**src/shared/mda_map.vh**
```
// constants and field layout of the two-wire target front end
`ifndef MDA_MAP_VH
`define MDA_MAP_VH

// ==========================================
// address byte
`define MDA_ADDR_BASE   5'h13
`define MDA_BCAST_ADDR  7'h48
`define MDA_RW_BIT      0

// ==========================================
// control byte fields
`define MDA_EXT_HI_BIT  7
`define MDA_EXT_LO_BIT  6
`define MDA_LOAD_HI_BIT 5
`define MDA_LOAD_LO_BIT 4
`define MDA_CHAN_HI_BIT 2
`define MDA_CHAN_LO_BIT 1
`define MDA_PD_BIT      0

// ==========================================
// load field codes
`define MDA_LOAD_STORE  2'h0
`define MDA_LOAD_DIRECT 2'h1
`define MDA_LOAD_ALL    2'h2
`define MDA_LOAD_BCAST  2'h3

// ==========================================
// power-down mode in high data byte
`define MDA_PDM_HI_BIT  7
`define MDA_PDM_LO_BIT  6

// ==========================================
// bit counter: eight data bits then the acknowledge slot
`define MDA_ACK_SLOT    4'h8

`endif

```
**src/hdl/mda_pin_sync.v**
```verilog
// two-flop synchroniser with edge detection for the serial pins
`timescale 1ns/1ns
`default_nettype none
module mda_pin_sync #(
  parameter WIDTH = 2
) (
  // clock and reset
  input  wire             clk,
  input  wire             rst_n,
  // asynchronous pins
  input  wire [WIDTH-1:0] pin_in,
  // synchronised level and edges
  output wire [WIDTH-1:0] lvl,
  output wire [WIDTH-1:0] rise,
  output wire [WIDTH-1:0] fall
);

  reg [WIDTH-1:0] meta_r;
  reg [WIDTH-1:0] sync_r;
  reg [WIDTH-1:0] prev_r;

  // ==========================================
  // the first stage feeds only the second; edges come from stages two and three
  always @(posedge clk or negedge rst_n) begin
    if (!rst_n) begin
      meta_r <= {WIDTH{1'b1}};
      sync_r <= {WIDTH{1'b1}};
      prev_r <= {WIDTH{1'b1}};
    end else begin
      meta_r <= pin_in;
      sync_r <= meta_r;
      prev_r <= sync_r;
    end
  end

  assign lvl  = sync_r;
  assign rise = sync_r & ~prev_r;
  assign fall = ~sync_r & prev_r;

endmodule
`default_nettype wire

```
**src/hdl/mda_i2c_target.v**
```verilog
// two-wire target front end with extended addressing for a four-channel converter
`timescale 1ns/1ns
`default_nettype none
`include "mda_map.vh"
module mda_i2c_target #(
  parameter CODE_W = 16,
  parameter NCH    = 4
) (
  // clock and reset
  input  wire                  clk,
  input  wire                  rst_n,
  // serial bus pins
  input  wire                  scl_in,
  input  wire                  sda_in,
  output wire                  sda_out,
  output wire                  sda_oe_n,
  // address straps
  input  wire                  bus_addr_sel_pin_lo,
  input  wire                  bus_addr_sel_pin_hi,
  input  wire                  ext_addr_pin_lo,
  input  wire                  ext_addr_pin_hi,
  // channel outputs
  output reg  [NCH*CODE_W-1:0] dac_code,
  output reg  [NCH-1:0]        dac_pd,
  output reg  [NCH*2-1:0]      dac_pd_mode,
  output reg                   update_pulse
);

  localparam ST_IDLE = 3'h0;
  localparam ST_ADDR = 3'h1;
  localparam ST_CTRL = 3'h2;
  localparam ST_MSB  = 3'h3;
  localparam ST_LSB  = 3'h4;
  localparam ST_SKIP = 3'h5;

  // ==========================================
  // pin synchronisation
  wire [5:0] lvl;
  wire [5:0] rise;
  wire [5:0] fall;

  mda_pin_sync #(.WIDTH(6)) u_sync (
    .clk    (clk),
    .rst_n  (rst_n),
    .pin_in ({ext_addr_pin_hi, ext_addr_pin_lo, bus_addr_sel_pin_hi,
              bus_addr_sel_pin_lo, sda_in, scl_in}),
    .lvl    (lvl),
    .rise   (rise),
    .fall   (fall)
  );

  wire       scl_lvl  = lvl[0];
  wire       scl_rise = rise[0];
  wire       scl_fall = fall[0];
  wire       sda_lvl  = lvl[1];
  wire [1:0] bus_sel  = lvl[3:2];
  wire [1:0] ext_sel  = lvl[5:4];
  wire       start_ev = fall[1] & scl_lvl;
  wire       stop_ev  = rise[1] & scl_lvl;

  // ==========================================
  // address decode
  function addr_hit;
    input [7:0] b;
    input [1:0] sel;
    begin
      addr_hit = (b[`MDA_RW_BIT] == 1'b0) &&
                 ((b[7:1] == {`MDA_ADDR_BASE, sel}) ||
                  (b[7:1] == `MDA_BCAST_ADDR));
    end
  endfunction

  // ==========================================
  // channel decode; a broadcast load selects every channel
  function chan_hit;
    input [1:0] ld;
    input [1:0] ch;
    input [1:0] idx;
    begin
      chan_hit = (ld == `MDA_LOAD_BCAST) || (ch == idx);
    end
  endfunction

  // ==========================================
  // extended address gate; a broadcast load ignores the straps
  function ext_hit;
    input [1:0] cbits;
    input [1:0] ld;
    input [1:0] straps;
    begin
      ext_hit = (cbits == straps) || (ld == `MDA_LOAD_BCAST);
    end
  endfunction

  // ==========================================
  // state
  reg [2:0]            state_r;
  reg [3:0]            cnt_r;
  reg                  ackph_r;
  reg                  oe_n_r;
  reg [7:0]            shift_r;
  reg [7:0]            ctrl_r;
  reg [7:0]            msb_r;
  reg                  commit_r;
  reg [NCH*CODE_W-1:0] tmp_code_r;
  reg [NCH-1:0]        tmp_pd_r;
  reg [NCH*2-1:0]      tmp_mode_r;

  wire [1:0] load_f = ctrl_r[`MDA_LOAD_HI_BIT:`MDA_LOAD_LO_BIT];
  wire [1:0] chan_f = ctrl_r[`MDA_CHAN_HI_BIT:`MDA_CHAN_LO_BIT];
  wire [1:0] sh_ext = shift_r[`MDA_EXT_HI_BIT:`MDA_EXT_LO_BIT];
  wire [1:0] sh_ld  = shift_r[`MDA_LOAD_HI_BIT:`MDA_LOAD_LO_BIT];

  assign sda_out  = 1'b0;
  assign sda_oe_n = oe_n_r;

  integer i;

  // ==========================================
  // byte engine; the acknowledge is driven from the falling clock after bit eight
  // until the falling clock that ends the acknowledge slot
  always @(posedge clk or negedge rst_n) begin
    if (!rst_n) begin
      state_r      <= ST_IDLE;
      cnt_r        <= 4'h0;
      ackph_r      <= 1'b0;
      oe_n_r       <= 1'b1;
      shift_r      <= 8'h00;
      ctrl_r       <= 8'h00;
      msb_r        <= 8'h00;
      commit_r     <= 1'b0;
      tmp_code_r   <= {NCH*CODE_W{1'b0}};
      tmp_pd_r     <= {NCH{1'b0}};
      tmp_mode_r   <= {NCH*2{1'b0}};
      dac_code     <= {NCH*CODE_W{1'b0}};
      dac_pd       <= {NCH{1'b0}};
      dac_pd_mode  <= {NCH*2{1'b0}};
      update_pulse <= 1'b0;
    end else begin
      update_pulse <= 1'b0;
      if (start_ev) begin
        state_r  <= ST_ADDR;
        cnt_r    <= 4'h0;
        ackph_r  <= 1'b0;
        oe_n_r   <= 1'b1;
        commit_r <= 1'b0;
      end else if (stop_ev) begin
        state_r  <= ST_IDLE;
        ackph_r  <= 1'b0;
        oe_n_r   <= 1'b1;
        commit_r <= 1'b0;
      end else if (state_r != ST_IDLE) begin
        if (scl_rise && cnt_r != `MDA_ACK_SLOT) begin
          shift_r <= {shift_r[6:0], sda_lvl};
          cnt_r   <= cnt_r + 4'h1;
        end else if (scl_fall && cnt_r == `MDA_ACK_SLOT && !ackph_r) begin
          ackph_r <= 1'b1;
          oe_n_r  <= 1'b0;
          case (state_r)
            ST_ADDR: begin
              if (addr_hit(shift_r, bus_sel)) begin
                state_r <= ST_CTRL;
              end else begin
                state_r <= ST_IDLE;
                ackph_r <= 1'b0;
                oe_n_r  <= 1'b1;
              end
            end
            ST_CTRL: begin
              // a mismatched device still acknowledges, so shared addresses ack together
              ctrl_r <= shift_r;
              if (ext_hit(sh_ext, sh_ld, ext_sel)) begin
                state_r <= ST_MSB;
              end else begin
                state_r <= ST_SKIP;
              end
            end
            ST_MSB: begin
              msb_r   <= shift_r;
              state_r <= ST_LSB;
            end
            ST_LSB: begin
              commit_r <= 1'b1;
              state_r  <= ST_MSB;
            end
            ST_SKIP: begin
              state_r <= ST_SKIP;
            end
            default: begin
              state_r <= ST_IDLE;
            end
          endcase
        end else if (scl_fall && ackph_r) begin
          ackph_r  <= 1'b0;
          oe_n_r   <= 1'b1;
          cnt_r    <= 4'h0;
          commit_r <= 1'b0;
          if (commit_r) begin
            update_pulse <= (load_f != `MDA_LOAD_STORE);
            for (i = 0; i < NCH; i = i + 1) begin
              if (chan_hit(load_f, chan_f, i[1:0])) begin
                tmp_code_r[i*CODE_W +: CODE_W] <= {msb_r, shift_r};
                tmp_pd_r[i]                    <= ctrl_r[`MDA_PD_BIT];
                tmp_mode_r[i*2 +: 2]           <= msb_r[`MDA_PDM_HI_BIT:`MDA_PDM_LO_BIT];
                if (load_f != `MDA_LOAD_STORE) begin
                  dac_code[i*CODE_W +: CODE_W] <= {msb_r, shift_r};
                  dac_pd[i]                    <= ctrl_r[`MDA_PD_BIT];
                  dac_pd_mode[i*2 +: 2]        <= msb_r[`MDA_PDM_HI_BIT:`MDA_PDM_LO_BIT];
                end
              end else if (load_f == `MDA_LOAD_ALL) begin
                // other channels move to their stored values in the same edge
                dac_code[i*CODE_W +: CODE_W] <= tmp_code_r[i*CODE_W +: CODE_W];
                dac_pd[i]                    <= tmp_pd_r[i];
                dac_pd_mode[i*2 +: 2]        <= tmp_mode_r[i*2 +: 2];
              end
            end
          end
        end
      end
    end
  end

endmodule
`default_nettype wire

```
**config.mk**
```make
export PLATFORM = sky130hd
export DESIGN_NAME = mda_i2c_target
export DESIGN_NICKNAME = d
export VERILOG_FILES = /design/src/hdl/mda_pin_sync.v /design/src/hdl/mda_i2c_target.v
export VERILOG_INCLUDE_DIRS = /design/src /design/src/shared
export SDC_FILE = /design/constraint.sdc
export NUM_CORES = 1
export LEC_CHECK = 0
export ABC_AREA = 1
export BUFFER_PORTS_ARGS = -buffer_cell sky130_fd_sc_hd__buf_2
export CAP_MARGIN = 40
export CORE_MARGIN = 2
export CORE_UTILIZATION = 31
export CTS_BUF_LIST = sky130_fd_sc_hd__clkbuf_4 sky130_fd_sc_hd__clkbuf_8
export CTS_CLUSTER_DIAMETER = 150
export CTS_CLUSTER_SIZE = 20
export DETAILED_ROUTE_END_ITERATION = 16
export SLEW_MARGIN = 40
export SYNTH_ARGS = -nofsm -noshare
export SYNTH_HDL_FRONTEND = slang
export SYNTH_SLANG_ARGS = --single-unit
```
**constraint.sdc**
```tcl
create_clock -name clk -period 3.2 [get_ports clk]
set_clock_uncertainty 0.15 [all_clocks]
set_input_delay 0 -clock clk [delete_from_list [all_inputs] [get_ports clk]]
set_output_delay 0 -clock clk [all_outputs]
set_load 0.005 [all_outputs]
```
=== After elaboration in Yosys (flattened, before gate mapping) ===
Cells that the tools add are included.

* Register bits after elaboration: 199
* Output and inout port bits: 79
* Word-level logic and storage cells: 181

* Eq/ne operators: 24
* Bitwise logic cells: 11
* Reductions and logical operators: 39
* Multiplexer cells: 70
* $add $sub $neg: 1

{| class="wikitable"
|+ Operator list
! cell !! number
|-
| $mux 16 || 9
|-
| $mux 1 || 38
|-
| $reduce_and 9->1 || 4
|-
| $reduce_and 8->1 || 4
|-
| $mux 4 || 6
|-
| $mux 2 || 10
|-
| $mux 3 || 6
|-
| $pmux 3 s5 || 1
|-
| $reduce_and 4->1 || 3
|-
| $reduce_and 6->1 || 2
|-
| $reduce_bool 2->1 || 6
|-
| $reduce_bool 3->1 || 4
|-
| $eq 2x2->1 const B || 5
|-
| $ne 2x2->1 const B || 5
|-
| $eq 7x7->1 || 1
|-
| $eq 7x7->1 const B || 1
|-
| $eq 3x2->1 const B || 2
|-
| $eq 3x3->1 const B || 2
|-
| $logic_or 1x1->1 || 6
|-
| $ne 3x3->1 const B || 2
|-
| $reduce_and 3->1 || 2
|-
| $logic_and 1x1->1 || 5
|-
| $not 1->1 || 5
|-
| $add 4x1->4 const B || 1
|-
| 12 further kinds || 15
|}

=== Longest topological paths before layout ===
Gate-level depths: netlist of the first run.

* Depth in word-level cells: 10
* Gate-level depth with buffers: 10
* Depth with buffers taken out: 10

=== By module ===
Synthesis of the first run repeated with hierarchy kept, for this count alone.

* Cell total of the unflattened synthesis: 945
* Area total of the unflattened synthesis: 8076.5 sq um

{| class="wikitable"
|+ Modules (own cells, without submodules)
! module !! instances !! area each (sq um) !! cells each !! sequential area each (sq um)
|-
| mda_i2c_target || 1 || 7513.5 || 903 || 4205.3
|-
| mda_pin_sync || 1 || 563.0 || 42 || 473.0
|}

=== Least setup slack after synthesis of the first run ===
No wires, ideal clock.

* Path kind: reg-to-reg
* From: register u_sync.prev_r[0]
* To: register dac_code[11]
* Period minus slack after synthesis: 1813 ps
* Setup time: 123 ps
* Data arrival time: 1540 ps
* Buffers on the path: 2
* Setup slack: 1387 ps
* Cell stages (with the launch flop): 10
* Path through: dfstp_2 -> inv_1 -> nor2_2 -> nand2_2 -> nor2_8 -> nand2_4 -> buf_6 -> buf_6 -> o21ai_0 -> nand2_1

* Longest elaborated chain between the ends: 5
* Elaborated cells on any way between the ends: 10

{| class="wikitable"
|+ Ends and longest elaborated chain
! item !! line !! RTL
|-
| start: declaration || mda_pin_sync.v:20 || <nowiki>reg [WIDTH-1:0] prev_r;</nowiki>
|-
| start signal: assignment || mda_pin_sync.v:28 || <nowiki>prev_r <= {WIDTH{1'b1}};</nowiki>
|-
| start signal: assignment || mda_pin_sync.v:32 || <nowiki>prev_r <= sync_r;</nowiki>
|-
| $and 2x2->2 / $not 2->2 (equally long branches) || mda_pin_sync.v:38, mda_pin_sync.v:37 ||
|-
| $logic_and 1x1->1 (no line) / $and 2x2->2 (equally long branches) || n/a ||
|-
| $logic_and 1x1->1, on equally long branches || n/a ||
|-
| $not 1->1 (no line) || n/a ||
|-
| $reduce_and 9->1 (no line) * || n/a ||
|-
| end signal: assignment || mda_i2c_target.v:135 || <nowiki>dac_code <= {NCH*CODE_W{1'b0}};</nowiki>
|-
| end signal: indexed assignment || mda_i2c_target.v:206 || <nowiki>dac_code[i*CODE_W +: CODE_W] <= {msb_r, shift_r};</nowiki>
|-
| end signal: indexed assignment || mda_i2c_target.v:212 || <nowiki>dac_code[i*CODE_W +: CODE_W] <= tmp_code_r[i*CODE_W +: CODE_W];</nowiki>
|-
| end: declaration || mda_i2c_target.v:23 || <nowiki>output reg [NCH*CODE_W-1:0] dac_code,</nowiki>
|}

Mark *: on every way between the ends. The rest lies on a longest branch, timed or not.
A chain may end at the register's enable or synchronous reset.

=== Final worst setup path of the first run ===
* From: register u_sync.prev_r[0]
* To: register dac_code[24]

The elaborated chain is that of the path after synthesis.

==> metrics, run 1 <==
outcome=complete, no violations; DRT Wirelength=19.1 mm; kind of critical path=flip-flop to flip-flop; Area Overhead vs Synth=14.9%; Critical Path Start Type=flip-flop; Placed Area=8620 µm²; Worst-Skew Late Latency=0.48 ns; HP Start=u_sync.meta_r[5]; cell count after synthesis=924; Post-CTS Setup Repair Bufs=0; final period utilization=0.728; terminus of the critical flop-to-flop path=dac_code[24]; CP Cell Sequence=inv_1 > nor2_2 > nand2_2 > nor2_8 > nand2_4 > nor2_4 > nand2_1 > nand2_1; peak supply drop=0.203 mV; worst hold stages=0; PwrDens=448 nW/µm²; WP data arrival=2.60 ns; Hold Crit Endpoint=u_sync.lvl[5]; TritonCTS clock tree=yes; max-cap violations=0; PostCTS Resize Cnt=0; share of the yosys chip area belonging to registers=0.574; CP max FO=59; Hold Fails Final Rpt=0; Tot GR Track Use=0.149; Nets=1009; Buf/Inv on CP=1; minimum clock period=2.33 ns; synthesized flop and latch total=182; clk sinks=182; largest net degree at the start of global routing=77; vias in the first global route=5798; reg2reg path depth=8; family with the most delay on the worst path=simple AND/OR/NAND/NOR gates; CP Capture Type=flip-flop; syn_nets=935; CTS clk-pin slew, worst paths=0.10 ns; DR iter-0 viols=479; Hold Path Class=flip-flop to flip-flop; Stages on worst setup path=8; number of synthesis warnings=0; Die W=164 µm; DR vias=6164; RePlAce Congestion=0.770; Final Slew Violations=0; Leak Pwr=4.81 nW; DR pass1 iterations=4; final count of negative-setup-slack endpoints=0; number of distinct library cells after synthesis=37; ant diodes=0; initial antenna violation count=0; Slew headroom=0.495; total die area=27000 µm²; power share of the clock group=0.379; clock root buffer=clkbuf_8; cell mode on critical path=nand2_1; internal power=3.04 mW; final setup TNS=0 ns; Peak Freq=429 MHz; flop2flop setup slack=0.87 ns; Mapped Area=7970 µm²; H-tree levels=4; core area=25300 µm²; Worst path max stage delay=0.54 ns; Gate power share=0.047; DR vias/cell=4.60; Remaining Overflow, GRT=0; Syn Area/Cell=8.63 µm²; CTS max path bufs=2; post-route cell area=9160 µm²; num ports=87; first-pass GRT wire length=31.4 mm; DRC=0; total power=4.10 mW; sequential power share=0.573; switching share of total power=0.259; Final HPWL DP=12.6 mm; cts bufs inserted=17; r2r startpoint=u_sync.prev_r[0]; slew at the pin closest to its max-slew limit=0.755 ns; layout cell share with drive strength beyond 1=0.171; chip height=164 µm; Worst path slowest cell=dfstp_2; Port Buffer Count=85; row count=58; DR WL/cell=14.3 µm; Initial Util=0.316; Worst Path Required=3.47 ns; RSZ-0062 raised after global routing=false; DRT antenna net count=0; Psw=1.06 mW
==> power groups by stage <==
stage	sequential [mW]	combinational [mW]	clock, mW
final	2.35	0.195	1.55
after detailed placement	2.40	0.186	0
after global routing	2.36	0.220	1.70
after floorplan	2.39	0.0864	0
after CTS	2.35	0.201	1.61
after global placement	2.39	0.185	0
==> cell usage in the layout, fill, tap and decap left out, types with 15 or more instances in the layout <==
| cell | n |
|---|---|
| nand2_1 | 280 |
| dfrtp_1 | 167 |
| o21ai_0 | 152 |
| buf_2 | 84 |
| nor2_1 | 74 |
| a21oi_1 | 74 |
| inv_1 | 38 |
| clkbuf_8 | 18 |
| dlygate4sd3_1 | 15 |
| dfstp_2 | 15 |
==> kinds of logic after synthesis <==
family,synth area share
simple gates,0.204
buf+inv,0.0577
other cells,0.000470
xor+xnor,0.00220
compound gates,0.157
flops,0.574
fa+ha+maj,0.00471
==> worst max-delay path by stage <==
stage	startpoint	endpoint	slack [ns]
2_1_floorplan	u_sync.prev_r[0]	dac_code[11]	1.39
3_3_place_gp	u_sync.prev_r[0]	dac_code[24]	0.93
3_5_place_dp	u_sync.prev_r[0]	dac_code[24]	0.85
4_1_cts	u_sync.prev_r[0]	dac_code[24]	0.84
5_1_grt	u_sync.prev_r[0]	dac_code[24]	0.60
6_report	u_sync.prev_r[0]	dac_code[24]	0.87
==> metrics by stage <==
| stage | hold slack [ns] | util | setup WS, ns | instances |
|---|---|---|---|---|
| 6_report | 0.212 | 0.363 | 0.871 | 1341 |
| 5_1_grt | 0.218 | 0.363 | 0.598 | 1341 |
| 3_5_place_dp | -0.272 | 0.341 | 0.854 | 1294 |
| 3_3_place_gp | -0.273 | 0.341 | 0.927 | 1294 |
| 4_1_cts | 0.213 | 0.363 | 0.836 | 1341 |
| 2_1_floorplan | -0.446 | - | 1.39 | 924 |
==> layer usage <==
metal  track usage  vias to the layer above  routed length, µm
li1              -                     3131                  -
met5             0                        -                  0
met3        0.0309                       11                701
met2         0.240                      106               9210
met4        0.0356                        0                163
met1         0.206                     2916               9040
==> worst reg2reg max path, cell delays in order, from the launching register on <==
cell	delay, ns
dfstp_2	0.54
inv_1	0.04
nor2_2	0.16
nand2_2	0.14
nor2_8	0.18
nand2_4	0.38
nor2_4	0.47
nand2_1	0.12
nand2_1	0.08
==> cells in the mapped netlist, drive strengths merged <==
library cell,number,area share
buf,25,0.022
dfrtp,167,0.52
clkbuf,31,0.015
o211ai,2,0.0031
nand3b,1,0.00094
xor2,2,0.0022
nand4,3,0.0039
dfstp,15,0.049
a21oi,74,0.046
clkinv,2,0.00094
nor2,82,0.045
inv,41,0.019
nor3,2,0.0013
ha,3,0.0047
nand3,16,0.013
nand2,288,0.14
conb,1,0.00047
o21bai,1,0.00094
o21ai,166,0.11
or2,2,0.0016
==> registers in the layout, indices dropped and copies added, names as in the netlist <==
name and count:
ackph_r 1, cnt_r 4, commit_r 1, ctrl_r 5, dac_code 60, dac_pd 4, dac_pd_mode 4, msb_r 8
sda_oe_n 1, shift_r 8, state_r 3, tmp_code_r 64, tmp_pd_r 4, u_sync.lvl 6, u_sync.meta_r 6, u_sync.prev_r 2
update_pulse 1
==> timing repair <==
action	in CTS	in global routing
hold buffers	15	0
endpoints found under the hold margin	185	0
setup endpoints to repair	0	0
==> layout make-up <==
| class | instances | area (µm²) |
|---|---|---|
| Clock buffer | 18 | 248 |
| Clock inverter | 14 | 141 |
| Fill cell | 2691 | 16100 |
| Inverter | 43 | 161 |
| Multi-Input combinational cell | 643 | 2950 |
| Sequential cell | 182 | 4570 |
| Tap cell | 330 | 413 |
| Timing Repair Buffer | 111 | 677 |
Note: power is estimated with default switching activity, not from simulation.
==> inputs of run 2 (changes only) <==
clock period = 2.15 ns   (was 3.2 ns; I/O delays follow)
==> run 2 against run 1 <==
Total power up 48%. Highest routed layer unchanged. Largest power group unchanged. First-iteration DRC count unchanged. Largest cell class unchanged. Non-clock buffer count up 22. Register-to-register slack worse by 0.71 ns.
==> metrics, run 2 (synthesized netlist as in run 1, its figures left out) <==
TritonCTS clock tree=yes; final period utilization=0.924; RePlAce Congestion=0.741; CP Capture Type=flip-flop; DR iter-0 viols=479; reg2reg path depth=8; most common cell after layout, fill and taps aside=nand2_1; CTS max path bufs=2; total die area=27000 µm²; Peak Freq=504 MHz; layout cell share with drive strength beyond 1=0.188; r2r startpoint=u_sync.prev_r[0]; slew at the pin closest to its max-slew limit=0.610 ns; CTS clk-pin slew, worst paths=0.09 ns; Port Buffer Count=85; Area Overhead vs Synth=18.3%; DRC=0; Final HPWL DP=13.1 mm; Worst Path Required=2.35 ns; DR vias=6316; Nets=1031; flop2flop setup slack=0.16 ns; Remaining Overflow, GRT=0; DRT Wirelength=19.6 mm; DR vias/cell=4.64; Critical Path Start Type=flip-flop; Hold Fails Final Rpt=0; DR pass1 iterations=5; PwrDens=644 nW/µm²; row count=58; chip height=164 µm; DR WL/cell=14.4 µm; minimum clock period=1.99 ns; HP Start=scl_in; cts bufs inserted=17; Leak Pwr=4.97 nW; core area=25300 µm²; post-route core utilization=0.374; Initial Util=0.316; final setup TNS=0 ns; Hold Crit Endpoint=u_sync.meta_r[0]; Slew headroom=0.594; outcome=complete, no violations; Final Slew Violations=0; clock root buffer=clkbuf_8; largest net degree at the start of global routing=58; terminus of the critical flop-to-flop path=dac_code[8]; FILL cells=2597; max reg flops=64; kind of critical path=flip-flop to flip-flop; num ports=87; H-tree levels=4; biggest regs=tmp_code_r (64), dac_code (60); initial antenna violation count=0; most frequent cells in the layout=282 x nand2_1, 167 x dfrtp_1, 152 x o21ai_0; ant diodes=0; Worst-Skew Late Latency=0.47 ns; max-cap violations=0; peak supply drop=0.310 mV; DRT antenna net count=0; CP max FO=30; first-pass GRT wire length=32.3 mm; Die W=164 µm; RSZ-0062 raised after global routing=false; most flop-heavy register=tmp_code_r; vias in the first global route=6067; clk sinks=182; Tot GR Track Use=0.153; worst hold stages=2; Hold Path Class=input port to flip-flop; final count of negative-setup-slack endpoints=0; WP data arrival=2.19 ns
run 2: cell types whose count changed in the layout (fill, tap and decap cells not counted), sizes merged:
| cell | before | now |
|---|---|---|
| dlygate4sd3 | 15 | 13 |
| inv | 48 | 46 |
| clkinvlp | 3 | 2 |
| buf | 96 | 120 |
| clkinv | 5 | 6 |
| clkbuf | 18 | 19 |
run 2: metal layers:
metal,GRT usage,vias to the layer above,routed length (µm)
li1,-,3181,-
met1,0.209,2996,9380
met2,0.247,119,9060
met3,0.0284,20,779
met4,0.0522,0,365
met5,0,-,0
run 2: final cells by class:
class,instances,area [µm²],share of cell area
multi-input cells,643,2950,0.313
flip-flops and latches,182,4570,0.485
clock inverters,12,119,0.0126
repair buffers,133,962,0.102
clock buffers,19,255,0.0271
inverters,43,161,0.0171
well taps,330,413,0.0438
run 2: worst max path at each step:
stage	slack, ns	endpoint	depth (start not counted)	startpoint
after floorplan	0.34	dac_code[11]	9	u_sync.prev_r[0]
after global placement	0.15	dac_code[57]	8	u_sync.prev_r[0]
after detailed placement	0.12	dac_code[16]	8	cnt_r[0]
after CTS	0.10	dac_code[16]	8	cnt_r[0]
after global routing	0.02	dac_code[10]	10	cnt_r[0]
final	0.16	dac_code[8]	8	u_sync.prev_r[0]
run 2: power breakdown:
group	total, mW	switching (mW)	internal (mW)
sequential	3.50	0.0273	3.47
clock	2.27	1.29	0.975
combinational	0.313	0.225	0.0877
total	6.08	1.54	4.53
run 2: worst max-delay path, stage by stage, from the launching register on:
cell and delay [ns]:
dfstp_2 0.54, inv_1 0.04, nor2_2 0.10, nand2_2 0.12, nor2_8 0.14, nand2_4 0.21
buf_4 0.29, o21ai_0 0.19, nand2_1 0.07
run 2: repair_timing:
action | in CTS | in global routing
resized for setup | 0 | 2
buffers inserted | 0 | 3
hold endpoints to repair | 175 | 0
setup endpoints to repair | 0 | 26
hold buffers | 13 | 0
run 2: stage by stage:
stage	area [µm²]	instances	setup slack [ns]	power, mW	hold WS (ns)
after floorplan	7970	924	0.337	3.69	-0.446
after global placement	8860	1315	0.150	3.86	-0.120
after detailed placement	8860	1315	0.121	3.87	-0.123
after CTS	9360	1359	0.102	6.17	0.000747
after global routing	9430	1362	0.0203	6.35	0.0209
final	9430	1362	0.164	6.08	0.0328
==> inputs of run 3 (changes only) <==
==> constraint.sdc (replaced) <==
create_clock -name clk -period 2.15 [get_ports clk]
set_clock_uncertainty 0.15 [all_clocks]
set_input_delay 0.43 -clock clk [delete_from_list [all_inputs] [get_ports clk]]
set_output_delay 0.43 -clock clk [all_outputs]
set_load 0.005 [all_outputs]
==> run 3 against run 2 <==
Register-to-register slack about the same. Cell area shrank 1.4%. Combinational power is 3% lower. Fmax about the same. Sequential power hardly changed. Via count shrank 0.81%. Critical path depth is the same. Utilization down 0.53 points. First-iteration DRC count shrank 10%. Clock-buffer cell count did not move. Critical endpoint is now dac_code[23].
==> metrics, run 3 (synthesized netlist as in run 1, its figures left out) <==
Peak Freq=504 MHz; Remaining Overflow, GRT=0; num ports=87; Sequential Area=4570 µm²; crit path from=cnt_r[0]; DR pass1 iterations=5; first-pass GRT wire length=31.7 mm; most flop-heavy register=tmp_code_r; Critical Path Start Type=flip-flop; final setup margin=0.165 ns; kind of critical path=flip-flop to flip-flop; Die W=164 µm; Tot GR Track Use=0.151; FILL cells=2603; Area Overhead vs Synth=16.6%; Leak Pwr=4.90 nW; chip height=164 µm; vias in the first global route=5933; dpl cells=1312; CTS max path bufs=2; Final Non-Filler Cells=1355; most common cell after layout, fill and taps aside=nand2_1; Worst-Skew Late Latency=0.46 ns; Hold Fails Final Rpt=0; total die area=27000 µm²; max reg flops=64; Placed Area=8810 µm²; PwrDens=651 nW/µm²; CTS clk-pin slew, worst paths=0.10 ns; ant diodes=0; final setup TNS=0 ns; DRT Wirelength=19.4 mm; Port Buffer Count=85; Final HPWL DP=13.0 mm; r2r startpoint=cnt_r[0]; DR iter-0 viols=431; reg2reg path depth=8; final period utilization=0.923; Hold Path Class=flip-flop to flip-flop; clk sinks=182; post-route core utilization=0.368; core area=25300 µm²; biggest regs=tmp_code_r (64), dac_code (60); TritonCTS clock tree=yes; Multi-input gate area=2950 µm²; RSZ-0062 raised after global routing=true; DRC=0; Nets=1023; Slew headroom=0.626; minimum clock period=1.99 ns; CP max FO=10; Initial Util=0.316; CP endpoint=dac_code[23]; flop2flop setup slack=0.16 ns; cts bufs inserted=17; terminus of the critical flop-to-flop path=dac_code[23]; Post-Place Setup Slack=0.118 ns; Final Slew Violations=0; post-route cell area=9300 µm²; slew at the pin closest to its max-slew limit=0.558 ns; max-cap violations=0; most frequent cells in the layout=282 x nand2_1, 167 x dfrtp_1, 152 x o21ai_0; DR WL/cell=14.3 µm; CP Capture Type=flip-flop; DR vias/cell=4.62; outcome=complete, no violations; RePlAce Congestion=0.753; row count=58; total power=6.06 mW; layout cell share with drive strength beyond 1=0.188; H-tree levels=4; largest net degree at the start of global routing=70; initial antenna violation count=0; DRT antenna net count=0; DR vias=6265; peak supply drop=0.360 mV; clock root buffer=clkbuf_8; Worst Path Required=2.35 ns; hold slack=0.194 ns; WP data arrival=2.19 ns; final count of negative-setup-slack endpoints=0
==> run 3: critical path, cell delays in order, from the launching register on <==
cell and delay [ns]:
dfrtp_1 0.41, inv_1 0.08, ha_1 0.17, nand3_1 0.12, nand2_1 0.21, nand3_2 0.26, buf_4 0.26, o21ai_0 0.15
nand2_1 0.06
==> run 3: worst min-delay path by stage <==
stage	slack (ns)	cells past startpoint	start	to
2_1_floorplan	-0.02	0	rst_n	ackph_r
3_3_place_gp	0.20	0	u_sync.meta_r[5]	u_sync.lvl[5]
3_5_place_dp	0.20	0	u_sync.meta_r[5]	u_sync.lvl[5]
4_1_cts	0.20	0	u_sync.meta_r[2]	u_sync.lvl[2]
5_1_grt	0.20	0	u_sync.meta_r[2]	u_sync.lvl[2]
6_report	0.19	0	u_sync.meta_r[2]	u_sync.lvl[2]
==> run 3: repair_timing <==
action                                 4_1_cts  5_1_grt
setup buffers                                0        4
gates resized for setup                      0        2
endpoints found under the hold margin      173        0
hold buffers                                 7        0
setup endpoints to repair                    0       31
==> run 3: layer usage <==
| metal | vias up | GRT usage | wire, µm |
|---|---|---|---|
| met3 | 24 | 0.0291 | 742 |
| li1 | 3159 | - | - |
| met1 | 2959 | 0.212 | 9310 |
| met4 | 0 | 0.0466 | 354 |
| met5 | - | 0 | 0 |
| met2 | 123 | 0.236 | 8970 |
==> run 3: cell type report <==
cell class,instances,share of cell area
flip-flops and latches,182,0.492
multi-input cells,643,0.317
repair buffers,125,0.0886
well taps,330,0.0444
clock buffers,19,0.0274
inverters,43,0.0174
clock inverters,13,0.0132
==> run 3: report_power, final <==
part	internal, mW	leakage (nW)	switching, mW
logic	0.0820	2.22	0.222
registers	3.47	2.49	0.0291
clock network	0.974	0.194	1.28
